[src/logic/arc_fix.sv]
`default_nettype none
`default_nettype wire

[src/logic/arc_pkg.sv]
`default_nettype none
package arc_pkg;

  // Timing
  localparam int CLK_HZ = 10_000_000;
  localparam int TICK_MS = 1;
  localparam int TICK_CYCLES = CLK_HZ / 1000 * TICK_MS;
  localparam int INPUT_DELAY_MS = 100;
  localparam int INPUT_DELAY_TICKS = INPUT_DELAY_MS / TICK_MS;

  // Sizes
  localparam int STAGES = 8;
  localparam int TRIPS = 5;

  // Register byte offsets
  localparam logic [7:0] OFS_CTRL = 8'h00;
  localparam logic [7:0] OFS_STAGE_INIT = 8'h04;
  localparam logic [7:0] OFS_TRIP_BLOCK = 8'h08;
  localparam logic [7:0] OFS_SHOTS = 8'h0c;
  localparam logic [7:0] OFS_DEAD_TIME = 8'h10;
  localparam logic [7:0] OFS_STATUS = 8'h14;

  // Field positions outside the structs
  localparam int TRIP_SENS_LSB = 8;
  localparam int SHOT_MAIN_LSB = 0;
  localparam int SHOT_SENS_LSB = 4;

  // Reset values
  localparam logic [31:0] CTRL_RST = 32'h0000_0000;
  localparam logic [15:0] STAGE_INIT_RST = 16'h0000;
  localparam logic [15:0] TRIP_BLOCK_RST = 16'h0000;
  localparam logic [7:0] SHOTS_RST = 8'h11;
  localparam logic [15:0] DEAD_TIME_RST = 16'h01f4;

  typedef enum logic [1:0] {
    SRC_COMMAND = 2'b00,
    SRC_INPUT = 2'b01,
    SRC_USER = 2'b10,
    SRC_PULSE = 2'b11
  } mode_src_t;

  typedef enum logic [1:0] {
    MODE_OFF = 2'b00,
    MODE_AUTO = 2'b01,
    MODE_NON_AUTO = 2'b10,
    MODE_LIVE = 2'b11
  } op_mode_t;

  typedef enum logic [1:0] {
    CYC_IDLE = 2'b00,
    CYC_DEAD = 2'b01,
    CYC_CLOSING = 2'b10,
    CYC_CLOSED = 2'b11
  } cyc_state_t;

  typedef enum logic [1:0] {
    ACT_NONE = 2'b00,
    ACT_MAIN = 2'b01,
    ACT_SENS = 2'b10,
    ACT_SPARE = 2'b11
  } stage_action_t;

  typedef struct packed {
    logic [19:0] rsvd;
    logic cmd_auto;
    logic dead_mapped;
    logic manual_block;
    logic lockout_block;
    logic fault_frequency_block_setting;
    logic immediate_sync_reclose;
    logic seq_coord;
    logic ext_prot_init;
    logic deselected_block_setting;
    mode_src_t mode_source_setting;
    logic enable;
  } ctrl_t;

  typedef struct packed {
    logic [20:0] rsvd;
    logic block_sens;
    logic block_main;
    logic auto_close;
    logic dead_running;
    cyc_state_t cycle;
    logic [2:0] seq_count;
    op_mode_t mode;
  } status_t;

  typedef struct packed {
    logic auto_select_input;
    logic remote_control;
    logic live_work_force_input;
    logic external_trip_input;
    logic external_start_input;
    logic dead_interval_enable;
    logic breaker_healthy_input;
    logic breaker_in_service;
    logic breaker_operations_lockout;
    logic maint_penultimate;
    logic locked_out;
    logic manual_close;
    logic sync_ok;
    logic system_checks_ok;
    logic breaker_closed;
    logic cycle_end;
  } pins_t;

  typedef struct packed {
    logic [STAGES-1:0] start;
    logic [STAGES-1:0] trip;
  } prot_t;

  typedef struct packed {
    logic psel;
    logic penable;
    logic pwrite;
    logic [7:0] paddr;
    logic [31:0] pwdata;
  } apb_req_t;

  typedef struct packed {
    logic [31:0] prdata;
    logic pready;
    logic pslverr;
  } apb_rsp_t;

endpackage : arc_pkg
`default_nettype wire

[src/logic/arc_ctrl.sv]
// Overview of operation
// - Modes are automatic, non-automatic with optional blocking, and live-line.
// - Live-line keeps reclosing out and drops per-trip blocking; lockout, manual close and maintenance blocking still apply.
// - Function stays disabled with no mode until enabled in configuration.
// - Command source picks auto or non-auto from the command bit only.
// - Input source: auto while auto input high, non-auto while low.
// - User source: command while remote high, else as input source.
// - Pulse source with remote high toggles mode on auto input fall.
// - Live-work input high forces live-line mode over every mode source once enabled.
// - Auto, remote and live-work inputs are delayed 100 ms.
// - Switching to remote keeps the previous mode until remotely changed.
// - Each stage initiates main, sensitive, or nothing per its setting.
// - External trip and start initiate when external setting selects main.
// - Starts initiate only with sequence coordination; trips always may.
// - Initiation needs auto, no live-line, shots left, no lockout, in service.
// - Per-trip settings block instantaneous main and sensitive stages.
// - Penultimate maintenance count blocks instantaneous if setting selects.
// - Optional blocking when locked out, after manual close, in non-auto.
// - Immediate sync reclose closes during dead time when live and in sync.
// - Otherwise dead timer advances only while dead enable is high.
// - Unconnected dead enable counts as high.
// - Auto close after dead time or sync, gated by healthy and checks.
// - Auto close request goes out to breaker control.
// - Sequence counter increments per reclose initiation, clears at cycle end.
`default_nettype none
module arc_ctrl #(
  parameter int TICK_CYCLES = arc_pkg::TICK_CYCLES
) (
  // Clock and reset
  input wire logic SYS_CLK_IN,
  input wire logic RESET_IN,
  // Register bus
  input wire arc_pkg::apb_req_t APB_REQ_IN,
  output arc_pkg::apb_rsp_t APB_RSP_OUT,
  // Field inputs from pins
  input wire arc_pkg::pins_t PINS_IN,
  // Protection stage starts and trips, same clock
  input wire arc_pkg::prot_t PROT_IN,
  // Mode indication
  output logic AUTO_MODE_OUT,
  output logic NON_AUTO_MODE_OUT,
  output logic LIVE_LINE_MODE_OUT,
  // Cycle indication
  output logic RECLOSE_INITIATE_OUT,
  output logic DEAD_TIME_RUNNING_OUT,
  output logic [2:0] SEQ_COUNT_OUT,
  // Breaker control and protection blocking
  output logic AUTO_CLOSE_OUT,
  output logic BLOCK_MAIN_INST_OUT,
  output logic BLOCK_SENS_INST_OUT
);

  typedef struct packed {
    arc_pkg::pins_t s1;
    arc_pkg::pins_t s2;
    logic [2:0][6:0] dly_cnt;
    logic [2:0] dly_val;
    logic auto_prev;
    logic [15:0] tick_cnt;
    arc_pkg::ctrl_t ctrl;
    logic [15:0] stage_init;
    logic [15:0] trip_block;
    logic [7:0] shots;
    logic [15:0] dead_time;
    logic [31:0] rdata;
    arc_pkg::op_mode_t mode;
    logic held_auto;
    arc_pkg::cyc_state_t cyc;
    logic [2:0] seq_cnt;
    logic [15:0] dead_cnt;
    logic want_prev;
    logic initiate;
    logic auto_close;
    logic block_main;
    logic block_sens;
  } state_t;

  state_t q;
  state_t n;

  localparam int SHOT_MAIN_LSB_W = arc_pkg::SHOT_MAIN_LSB;

  logic tick;
  logic [2:0] raw;
  logic auto_f;
  logic rem_f;
  logic live_f;
  logic auto_fall;
  logic sel;
  logic cmd_written;
  logic wr;
  logic hit;
  logic [31:0] rd;
  arc_pkg::status_t st;
  arc_pkg::stage_action_t act;
  logic main_trip;
  logic main_start;
  logic sens_trip;
  logic sens_start;
  logic main_init;
  logic sens_init;
  logic qualify;
  logic want;
  logic init_ev;
  logic dead_en;
  logic [2:0] idx;
  logic pt_main;
  logic pt_sens;
  logic common_blk;

  always_comb begin
    n = q;
    tick = 1'b0;
    raw = '0;
    auto_f = 1'b0;
    rem_f = 1'b0;
    live_f = 1'b0;
    auto_fall = 1'b0;
    sel = 1'b0;
    cmd_written = 1'b0;
    wr = 1'b0;
    hit = 1'b0;
    rd = '0;
    st = '0;
    act = arc_pkg::ACT_NONE;
    main_trip = 1'b0;
    main_start = 1'b0;
    sens_trip = 1'b0;
    sens_start = 1'b0;
    main_init = 1'b0;
    sens_init = 1'b0;
    qualify = 1'b0;
    want = 1'b0;
    init_ev = 1'b0;
    dead_en = 1'b0;
    idx = '0;
    pt_main = 1'b0;
    pt_sens = 1'b0;
    common_blk = 1'b0;

    // Pin synchronisers
    n.s1 = PINS_IN;
    n.s2 = q.s1;

    // Millisecond tick
    tick = (q.tick_cnt == 16'(TICK_CYCLES - 1));
    n.tick_cnt = tick ? 16'h0000 : q.tick_cnt + 16'h0001;

    // Transitions take effect after standing for the full delay
    raw = {q.s2.live_work_force_input, q.s2.remote_control,
           q.s2.auto_select_input};
    for (int i = 0; i < 3; i++) begin
      if (raw[i] == q.dly_val[i]) begin
        n.dly_cnt[i] = 7'h00;
      end else if (tick) begin
        if (q.dly_cnt[i] == 7'(arc_pkg::INPUT_DELAY_TICKS - 1)) begin
          n.dly_val[i] = raw[i];
          n.dly_cnt[i] = 7'h00;
        end else begin
          n.dly_cnt[i] = q.dly_cnt[i] + 7'h01;
        end
      end
    end
    auto_f = q.dly_val[0];
    rem_f = q.dly_val[1];
    live_f = q.dly_val[2];
    auto_fall = q.auto_prev & ~auto_f;
    n.auto_prev = auto_f;

    // Register bus
    hit = (APB_REQ_IN.paddr == arc_pkg::OFS_CTRL) ||
          (APB_REQ_IN.paddr == arc_pkg::OFS_STAGE_INIT) ||
          (APB_REQ_IN.paddr == arc_pkg::OFS_TRIP_BLOCK) ||
          (APB_REQ_IN.paddr == arc_pkg::OFS_SHOTS) ||
          (APB_REQ_IN.paddr == arc_pkg::OFS_DEAD_TIME) ||
          (APB_REQ_IN.paddr == arc_pkg::OFS_STATUS);
    wr = APB_REQ_IN.psel & APB_REQ_IN.penable & APB_REQ_IN.pwrite;
    if (wr) begin
      case (APB_REQ_IN.paddr)
        arc_pkg::OFS_CTRL: begin
          n.ctrl = arc_pkg::ctrl_t'(APB_REQ_IN.pwdata);
          n.ctrl.rsvd = '0;
          cmd_written = 1'b1;
        end
        arc_pkg::OFS_STAGE_INIT: begin
          n.stage_init = APB_REQ_IN.pwdata[15:0];
        end
        arc_pkg::OFS_TRIP_BLOCK: begin
          n.trip_block = APB_REQ_IN.pwdata[15:0] & 16'h1f1f;
        end
        arc_pkg::OFS_SHOTS: begin
          n.shots = APB_REQ_IN.pwdata[7:0] & 8'h77;
        end
        arc_pkg::OFS_DEAD_TIME: begin
          n.dead_time = APB_REQ_IN.pwdata[15:0];
        end
        default: begin
        end
      endcase
    end
    st.block_sens = q.block_sens;
    st.block_main = q.block_main;
    st.auto_close = q.auto_close;
    st.dead_running = DEAD_TIME_RUNNING_OUT;
    st.cycle = q.cyc;
    st.seq_count = q.seq_cnt;
    st.mode = q.mode;
    case (APB_REQ_IN.paddr)
      arc_pkg::OFS_CTRL: rd = q.ctrl;
      arc_pkg::OFS_STAGE_INIT: rd = {16'h0000, q.stage_init};
      arc_pkg::OFS_TRIP_BLOCK: rd = {16'h0000, q.trip_block};
      arc_pkg::OFS_SHOTS: rd = {24'h000000, q.shots};
      arc_pkg::OFS_DEAD_TIME: rd = {16'h0000, q.dead_time};
      arc_pkg::OFS_STATUS: rd = st;
      default: rd = 32'h0000_0000;
    endcase
    if (APB_REQ_IN.psel & ~APB_REQ_IN.penable) begin
      n.rdata = APB_REQ_IN.pwrite ? 32'h0000_0000 : rd;
    end

    // Mode selection
    sel = q.held_auto;
    case (q.ctrl.mode_source_setting)
      arc_pkg::SRC_COMMAND: sel = q.ctrl.cmd_auto;
      arc_pkg::SRC_INPUT: sel = auto_f;
      arc_pkg::SRC_USER: begin
        if (!rem_f) begin
          sel = auto_f;
        end else if (cmd_written) begin
          sel = n.ctrl.cmd_auto;
        end
      end
      arc_pkg::SRC_PULSE: begin
        if (!rem_f) begin
          sel = auto_f;
        end else if (auto_fall) begin
          sel = ~q.held_auto;
        end
      end
      default: sel = q.held_auto;
    endcase
    n.held_auto = sel;
    if (!q.ctrl.enable) begin
      n.mode = arc_pkg::MODE_OFF;
    end else if (live_f) begin
      n.mode = arc_pkg::MODE_LIVE;
    end else begin
      n.mode = sel ? arc_pkg::MODE_AUTO : arc_pkg::MODE_NON_AUTO;
    end

    // Initiation
    for (int i = 0; i < arc_pkg::STAGES; i++) begin
      act = arc_pkg::stage_action_t'(q.stage_init[2*i +: 2]);
      if (act == arc_pkg::ACT_MAIN) begin
        main_trip = main_trip | PROT_IN.trip[i];
        main_start = main_start | PROT_IN.start[i];
      end else if (act == arc_pkg::ACT_SENS) begin
        sens_trip = sens_trip | PROT_IN.trip[i];
        sens_start = sens_start | PROT_IN.start[i];
      end
    end
    if (q.ctrl.ext_prot_init) begin
      main_trip = main_trip | q.s2.external_trip_input;
      main_start = main_start | q.s2.external_start_input;
    end
    main_init = main_trip | (q.ctrl.seq_coord & main_start);
    sens_init = sens_trip | (q.ctrl.seq_coord & sens_start);
    qualify = (q.mode == arc_pkg::MODE_AUTO) & ~live_f &
              ~q.s2.breaker_operations_lockout &
              q.s2.breaker_in_service;
    want = qualify &
           ((main_init & (q.seq_cnt < q.shots[SHOT_MAIN_LSB_W +: 3])) |
            (sens_init & (q.seq_cnt < q.shots[arc_pkg::SHOT_SENS_LSB +: 3])));
    init_ev = want & ~q.want_prev;
    n.want_prev = want;

    // Reclose cycle
    dead_en = q.ctrl.dead_mapped ? q.s2.dead_interval_enable : 1'b1;
    n.initiate = 1'b0;
    case (q.cyc)
      arc_pkg::CYC_IDLE, arc_pkg::CYC_CLOSED: begin
        if (init_ev) begin
          n.cyc = arc_pkg::CYC_DEAD;
          n.initiate = 1'b1;
          n.dead_cnt = 16'h0000;
          if (q.seq_cnt != 3'h7) begin
            n.seq_cnt = q.seq_cnt + 3'h1;
          end
        end else if (q.cyc == arc_pkg::CYC_CLOSED && q.s2.cycle_end) begin
          n.cyc = arc_pkg::CYC_IDLE;
          n.seq_cnt = 3'h0;
        end
      end
      arc_pkg::CYC_DEAD: begin
        if (q.ctrl.immediate_sync_reclose && q.s2.sync_ok) begin
          n.cyc = arc_pkg::CYC_CLOSING;
        end else if (q.dead_cnt >= q.dead_time) begin
          n.cyc = arc_pkg::CYC_CLOSING;
        end else if (tick && dead_en) begin
          n.dead_cnt = q.dead_cnt + 16'h0001;
        end
      end
      arc_pkg::CYC_CLOSING: begin
        if (q.s2.breaker_closed) begin
          n.cyc = arc_pkg::CYC_CLOSED;
        end
      end
      default: n.cyc = arc_pkg::CYC_IDLE;
    endcase
    if (q.mode != arc_pkg::MODE_AUTO) begin
      n.cyc = arc_pkg::CYC_IDLE;
      n.seq_cnt = 3'h0;
      n.initiate = 1'b0;
    end
    n.auto_close = (q.cyc == arc_pkg::CYC_CLOSING) &
                   (q.mode == arc_pkg::MODE_AUTO) &
                   q.s2.breaker_healthy_input &
                   q.s2.system_checks_ok & ~q.s2.breaker_closed;

    // Instantaneous protection blocking
    idx = (q.seq_cnt > 3'(arc_pkg::TRIPS - 1)) ?
          3'(arc_pkg::TRIPS - 1) : q.seq_cnt;
    if (q.mode == arc_pkg::MODE_AUTO) begin
      pt_main = q.trip_block[idx];
      pt_sens = q.trip_block[arc_pkg::TRIP_SENS_LSB + int'(idx)];
    end
    common_blk = (q.s2.maint_penultimate &
                  q.ctrl.fault_frequency_block_setting) |
                 (q.s2.locked_out & q.ctrl.lockout_block) |
                 (q.s2.manual_close & q.ctrl.manual_block) |
                 ((q.mode == arc_pkg::MODE_NON_AUTO) &
                  q.ctrl.deselected_block_setting);
    n.block_main = pt_main | common_blk;
    n.block_sens = pt_sens | common_blk;
  end

  always_ff @(posedge SYS_CLK_IN or posedge RESET_IN) begin
    if (RESET_IN) begin
      q <= '0;
      q.ctrl <= arc_pkg::ctrl_t'(arc_pkg::CTRL_RST);
      q.stage_init <= arc_pkg::STAGE_INIT_RST;
      q.trip_block <= arc_pkg::TRIP_BLOCK_RST;
      q.shots <= arc_pkg::SHOTS_RST;
      q.dead_time <= arc_pkg::DEAD_TIME_RST;
    end else begin
      q <= n;
    end
  end

  // Zero-wait slave: read data is captured in the setup cycle
  assign APB_RSP_OUT.prdata = q.rdata;
  assign APB_RSP_OUT.pready = APB_REQ_IN.psel & APB_REQ_IN.penable;
  assign APB_RSP_OUT.pslverr = APB_REQ_IN.psel & APB_REQ_IN.penable & ~hit;

  assign AUTO_MODE_OUT = (q.mode == arc_pkg::MODE_AUTO);
  assign NON_AUTO_MODE_OUT = (q.mode == arc_pkg::MODE_NON_AUTO);
  assign LIVE_LINE_MODE_OUT = (q.mode == arc_pkg::MODE_LIVE);
  assign RECLOSE_INITIATE_OUT = q.initiate;
  assign DEAD_TIME_RUNNING_OUT = (q.cyc == arc_pkg::CYC_DEAD) &
                                 (q.ctrl.dead_mapped ?
                                  q.s2.dead_interval_enable : 1'b1);
  assign SEQ_COUNT_OUT = q.seq_cnt;
  assign AUTO_CLOSE_OUT = q.auto_close;
  assign BLOCK_MAIN_INST_OUT = q.block_main;
  assign BLOCK_SENS_INST_OUT = q.block_sens;

endmodule : arc_ctrl
`default_nettype wire

[config.mk]
export PLATFORM = sky130hd
export DESIGN_NAME = arc_ctrl
export DESIGN_NICKNAME = d
export VERILOG_FILES = /design/src/logic/arc_fix.sv /design/src/logic/arc_pkg.sv /design/src/logic/arc_ctrl.sv
export SDC_FILE = /design/constraint.sdc
export NUM_CORES = 1
export LEC_CHECK = 0
export BUFFER_PORTS_ARGS = -buffer_cell sky130_fd_sc_hd__buf_4
export CAP_MARGIN = 20
export CORE_AREA = 2 2 134 136
export CTS_CLUSTER_SIZE = 8
export DETAILED_ROUTE_END_ITERATION = 10
export DIE_AREA = 0 0 136 138
export PLACE_DENSITY = 0.76
export SYNTH_ARGS = -nofsm -noshare
export SYNTH_HDL_FRONTEND = slang
export SYNTH_SLANG_ARGS = --single-unit
[constraint.sdc]
create_clock -name SYS_CLK_IN -period 5.9 [get_ports SYS_CLK_IN]
set_input_delay 1.475 -clock SYS_CLK_IN [delete_from_list [all_inputs] [get_ports SYS_CLK_IN]]
set_output_delay 1.475 -clock SYS_CLK_IN [all_outputs]
set_load 0.02 [all_outputs]
[Word level (Yosys, flattened, before mapping)]
Index checks and enable logic that the tools add are counted.
Storage, ports and cells
  memory bits (writable): 0
  bits in latches: 0
  memories: 0
  word-level logic and storage cells: 331
  register bits after elaboration: 194
  bits of input ports: 77
  output and inout port bits: 45
  bits in read-only memories: 0
Operators by class
  reduce and logical (&&, ||, !) cells: 29
  magnitude comparators: 6
  shift operators: 0
  multiply operators: 0
  eq/ne operators: 47
  add/subtract/negate cells: 7
  div/mod/pow operators: 0
  mux-type cells: 104
  bitwise logic cells: 72
Operators with widths (count)
  two-way mux 16 bit: 7
  one-hot mux 16 bit (6 select lines): 1
  two-way mux 7 bit: 10
  two-way mux 68 bit: 1
  two-way mux 1 bit: 65
  OR 1 bit: 38
  adder 16 x 1 -> 16 bit (second input constant): 2
  two-way mux 32 bit: 1
  one-hot mux 16 bit (2 select lines): 1
  == test 2 bit (second input constant): 14
  bitwise AND 1 bit: 23
  == test 2 x 1 -> 1 bit (second input constant): 11
  adder 7 x 1 -> 7 bit (second input constant): 3
  == test 7 bit (second input constant): 3
  == test 16 x 14 -> 1 bit (second input constant): 1
  == test 8 x 4 -> 1 bit (second input constant): 2
  == test 8 x 5 -> 1 bit (second input constant): 2
  greater-or-equal comparator 16 bit: 1
  two-way mux 5 bit: 3
  AND reduction 3 bit: 5
  two-way mux 13 bit: 1
  two-way mux 12 bit: 1
  two-way mux 2 bit: 6
  inverter 1 bit: 11
  other kinds (27): 52

[Depth between registers and ports, before layout]
  depth in word-level cells: 33
  gate-level depth with buffers: 11
  gate-level depth less buffers: 10

[Least setup slack after synthesis]
No wires, ideal clock.
  path type: input port to output port
  from: input port APB_REQ_IN[35] (netlist bit)
  to: output port APB_RSP_OUT[0] (netlist bit)
  path buffers: 1
  cell stages on the path: 5
  arrival: 2363 ps
  setup slack: 2062 ps
  data required time: 4425 ps
  cell sequence: clkbuf_1 > nand2b_1 > nor4_1 > o21ai_0 > and2_1
RTL lines
  from (decl): line arc_ctrl.sv:33  | input wire arc_pkg::apb_req_t APB_REQ_IN,
  to (decl): line arc_ctrl.sv:34  | output arc_pkg::apb_rsp_t APB_RSP_OUT,

==> key figures <==
Run status
  • Status: finished clean

STA
  • Tcrit/Tclk final: 72.6%
  • Max Freq: 0.234 GHz
  • Setup Skew: 13.0 ps
  • Fin. max-slew vios: 0
  • Endpoints failing setup: 0
  • Hold WS: 347 ps
  • RSZ-0062 raised after global routing: false
  • Fin Setup TNS: 0 ps
  • Post-route minimum period: 4280 ps
  • Worst slew margin: 29.3%
  • Worst-Margin Slew: 1060 ps
  • Hold Fails Final Rpt: 0

Worst setup path
  • Buf/Inv on CP: 2
  • Worst EP required: 4430 ps
  • Delay-heaviest family, CP: simple AND/OR/NAND/NOR gates
  • Levels on crit path: 5
  • Max stage delay on crit path: 680 ps
  • Setup crit start kind: input port
  • Worst path most repeated cell: buf_4
  • CP max-delay cell: nor4_1
  • CP Max Fanout: 6
  • Setup crit end kind: primary output
  • Data arrival, critical path: 2810 ps
  • Critical path type: in -> out
  • CP cell instances: buf_4 > nor4_1 > o21ai_0 > and2_1 > buf_4
  • R2r worst-path depth: 9

Layout
  • Final Cell Area: 0.0101 mm²
  • ANT cells: 0
  • Fillers: 1497
  • Fin nets: 998
  • Area occupied by registers: 0.00446 mm²
  • Area growth, synth to finish: 13.8%
  • Share of post-route cells with drive strength above 1: 22.3%
  • Post-layout util: 57.8%
  • Footprint of the multi-input gates: 0.00397 mm²

Hold path
  • HP Class: reg -> reg
  • Hold Path Stages: 0

Global route
  • Met2 Resource Use GR: 34.7%
  • GR Util met3: 4.40%
  • Met1 GRT Util: 31.2%
  • Initial antenna violation count: 0
  • Vias in the first global route: 6231
  • First-pass GRT wire length: 32800 µm
  • Largest net degree at the start of global routing: 179
  • GRT busiest layer: met2
  • All-Layer GR Usage: 22.5%
  • Total grt overflow: 0

Yosys
  • Register area share after synthesis: 50.1%
  • Warnings, synthesis: 0
  • Area leader, netlist: dfrtp_1
  • Mean Syn Cell Area: 10.8 µm²
  • Post-synth EDFFs: 0
  • Largest cells by area after synthesis: dfrtp_1 48%, mux2_2 6.8%, ha_1 4.4%
  • Post-synth top area share: 47.8%
  • Most common cell in the synthesized netlist: dfrtp_1
  • Syn Inst Count: 827
  • Async SR Flop Fraction: 100%
  • Mapped cell area: 0.00891 mm²
  • Most instantiated cells after synthesis: 170 x dfrtp_1, 60 x nand2_1, 54 x mux2_2
  • Synth cell types: 66
  • Synth Register Bits: 178
  • Predominant post-synthesis flop cell: dfrtp_1

Clock network
  • Post-CTS setup-driven buffer insertion count: 0
  • CTS root buf: clkbuf_16
  • Total CTS buffers: 17
  • CTS tree: built
  • Post-CTS sizing: 0
  • Num Clock Sinks: 178
  • CTS Buffer Depth: 2
  • Cts hold-fix bufs: 0
  • CTS H-tree lvls: 4
  • Worst-Skew Late Latency: 440 ps
  • Clk slew on worst S/H paths: 60 ps

Route
  • WL/cell: 18.2 µm
  • ANT nets after route: 0
  • DRC viols: 0
  • Avg Vias per Cell: 5.88
  • Initial drt markers: 692
  • Drt pass-1 iters: 6
  • Post-Route WL: 20600 µm
  • Vias: 6658

Die
  • IO Pins: 122
  • Row count: 49
  • Die Width: 136 µm
  • Initial Utilization: 50.8%
  • Die area: 0.0188 mm²
  • Core Area: 0.0175 mm²
  • Die Y: 138 µm

Placed design
  • Post-DP HPWL: 14500 µm
  • GP Congestion: 0.902
  • Placed instance area: 0.00958 mm²
  • Input/output buffers: 89

Power
  • Max IR drop VDD: 233 µV
  • Power, Total: 2440 µW
  • Pwr Density: 240 mW/mm²
  • Leakage: 0.00471 µW

Job
  • MaxCap Viol Count: 0
cell usage in the layout (no fill, tap or decap), types with 23 or more instances in the layout:
master	Yosys	routed
dfrtp_1	170	170
buf_4	35	91
nand2_1	60	60
mux2_2	54	54
o21ai_0	44	44
inv_1	39	38
nor2_1	37	37
a21oi_1	35	35
nand3b_1	31	31
ha_1	31	31
nand3_1	23	23
metrics by stage:
step	std cells	worst slack, ps
after floorplan	842	2060
after global placement	1100	1570
after detailed placement	1100	1450
after CTS	1132	1640
after global routing	1132	1410
final	1132	1620
report_power, final:
part | leakage (µW) | internal [µW] | switching (µW)
Combinational | 0.00215 | 43.0 | 68.1
Sequential | 0.00229 | 1240 | 11.8
Clock | 0.000281 | 613 | 462
Total | 0.00471 | 1900 | 542
final cells by class:
cell class	instances	share of cell area, %
tap	229	2.83
timing repair buffer	92	6.94
inverter	40	1.53
multi-input combinational	561	39.1
clock buffer	23	4.72
clock inverter	9	0.802
sequential	178	44.0
worst reg2reg max path, stage by stage (launching register included):
cell	delay, ps
dfstp_2	540
inv_1	70
ha_1	280
o21ai_0	110
a2111oi_0	560
a21oi_1	180
o2bb2ai_1	640
a21o_1	330
or4_1	170
a21oi_1	60
cells by family (layout without fill, tap and decap cells):
logic type               after synthesis  in the layout  synth area share (%)
AND/OR/NAND/NOR                      242            242                  14.7
flip-flops                           178            178                  50.1
AO/OA/AOI/OAI                        173            173                  13.2
buffers and inverters                103            164                  5.97
multiplexers                          71             71                  8.86
adder cells (fa/ha/maj)               31             31                  4.35
XOR/XNOR                              28             28                  2.75
other                                  1             16                0.0421
state kept, by name, summed over array words and instances, names as in the netlist:
signal and cells:
n 16, AUTO_CLOSE_OUT 1, APB_RSP_OUT 16, act 2
BLOCK_SENS_INST_OUT 1, auto_f 1, BLOCK_MAIN_INST_OUT 1, q 135
SEQ_COUNT_OUT 3, RECLOSE_INITIATE_OUT 1, live_f 1
layer usage:
metal | vias to the layer above | wire length, µm
li1 | 3066 | -
met5 | - | 0
met3 | 42 | 1420
met1 | 3297 | 8940
met2 | 253 | 9680
met4 | 0 | 575
path summary, 6_finish.rpt:
| check | startpoint | to | slack, ps |
|---|---|---|---|
| setup / recovery | APB_REQ_IN[37] | APB_RSP_OUT[0] | 1620 |
| hold / removal | n[199] | q[199] | 350 |
| setup reg to reg | q[66] | q[13] | 2820 |
| hold reg to reg | n[199] | q[199] | 350 |
| max in group asynchronous | RESET_IN | q[202] | 3810 |
| min in group asynchronous | RESET_IN | q[192] | 1250 |
Note: power is estimated with default switching activity, not from simulation.
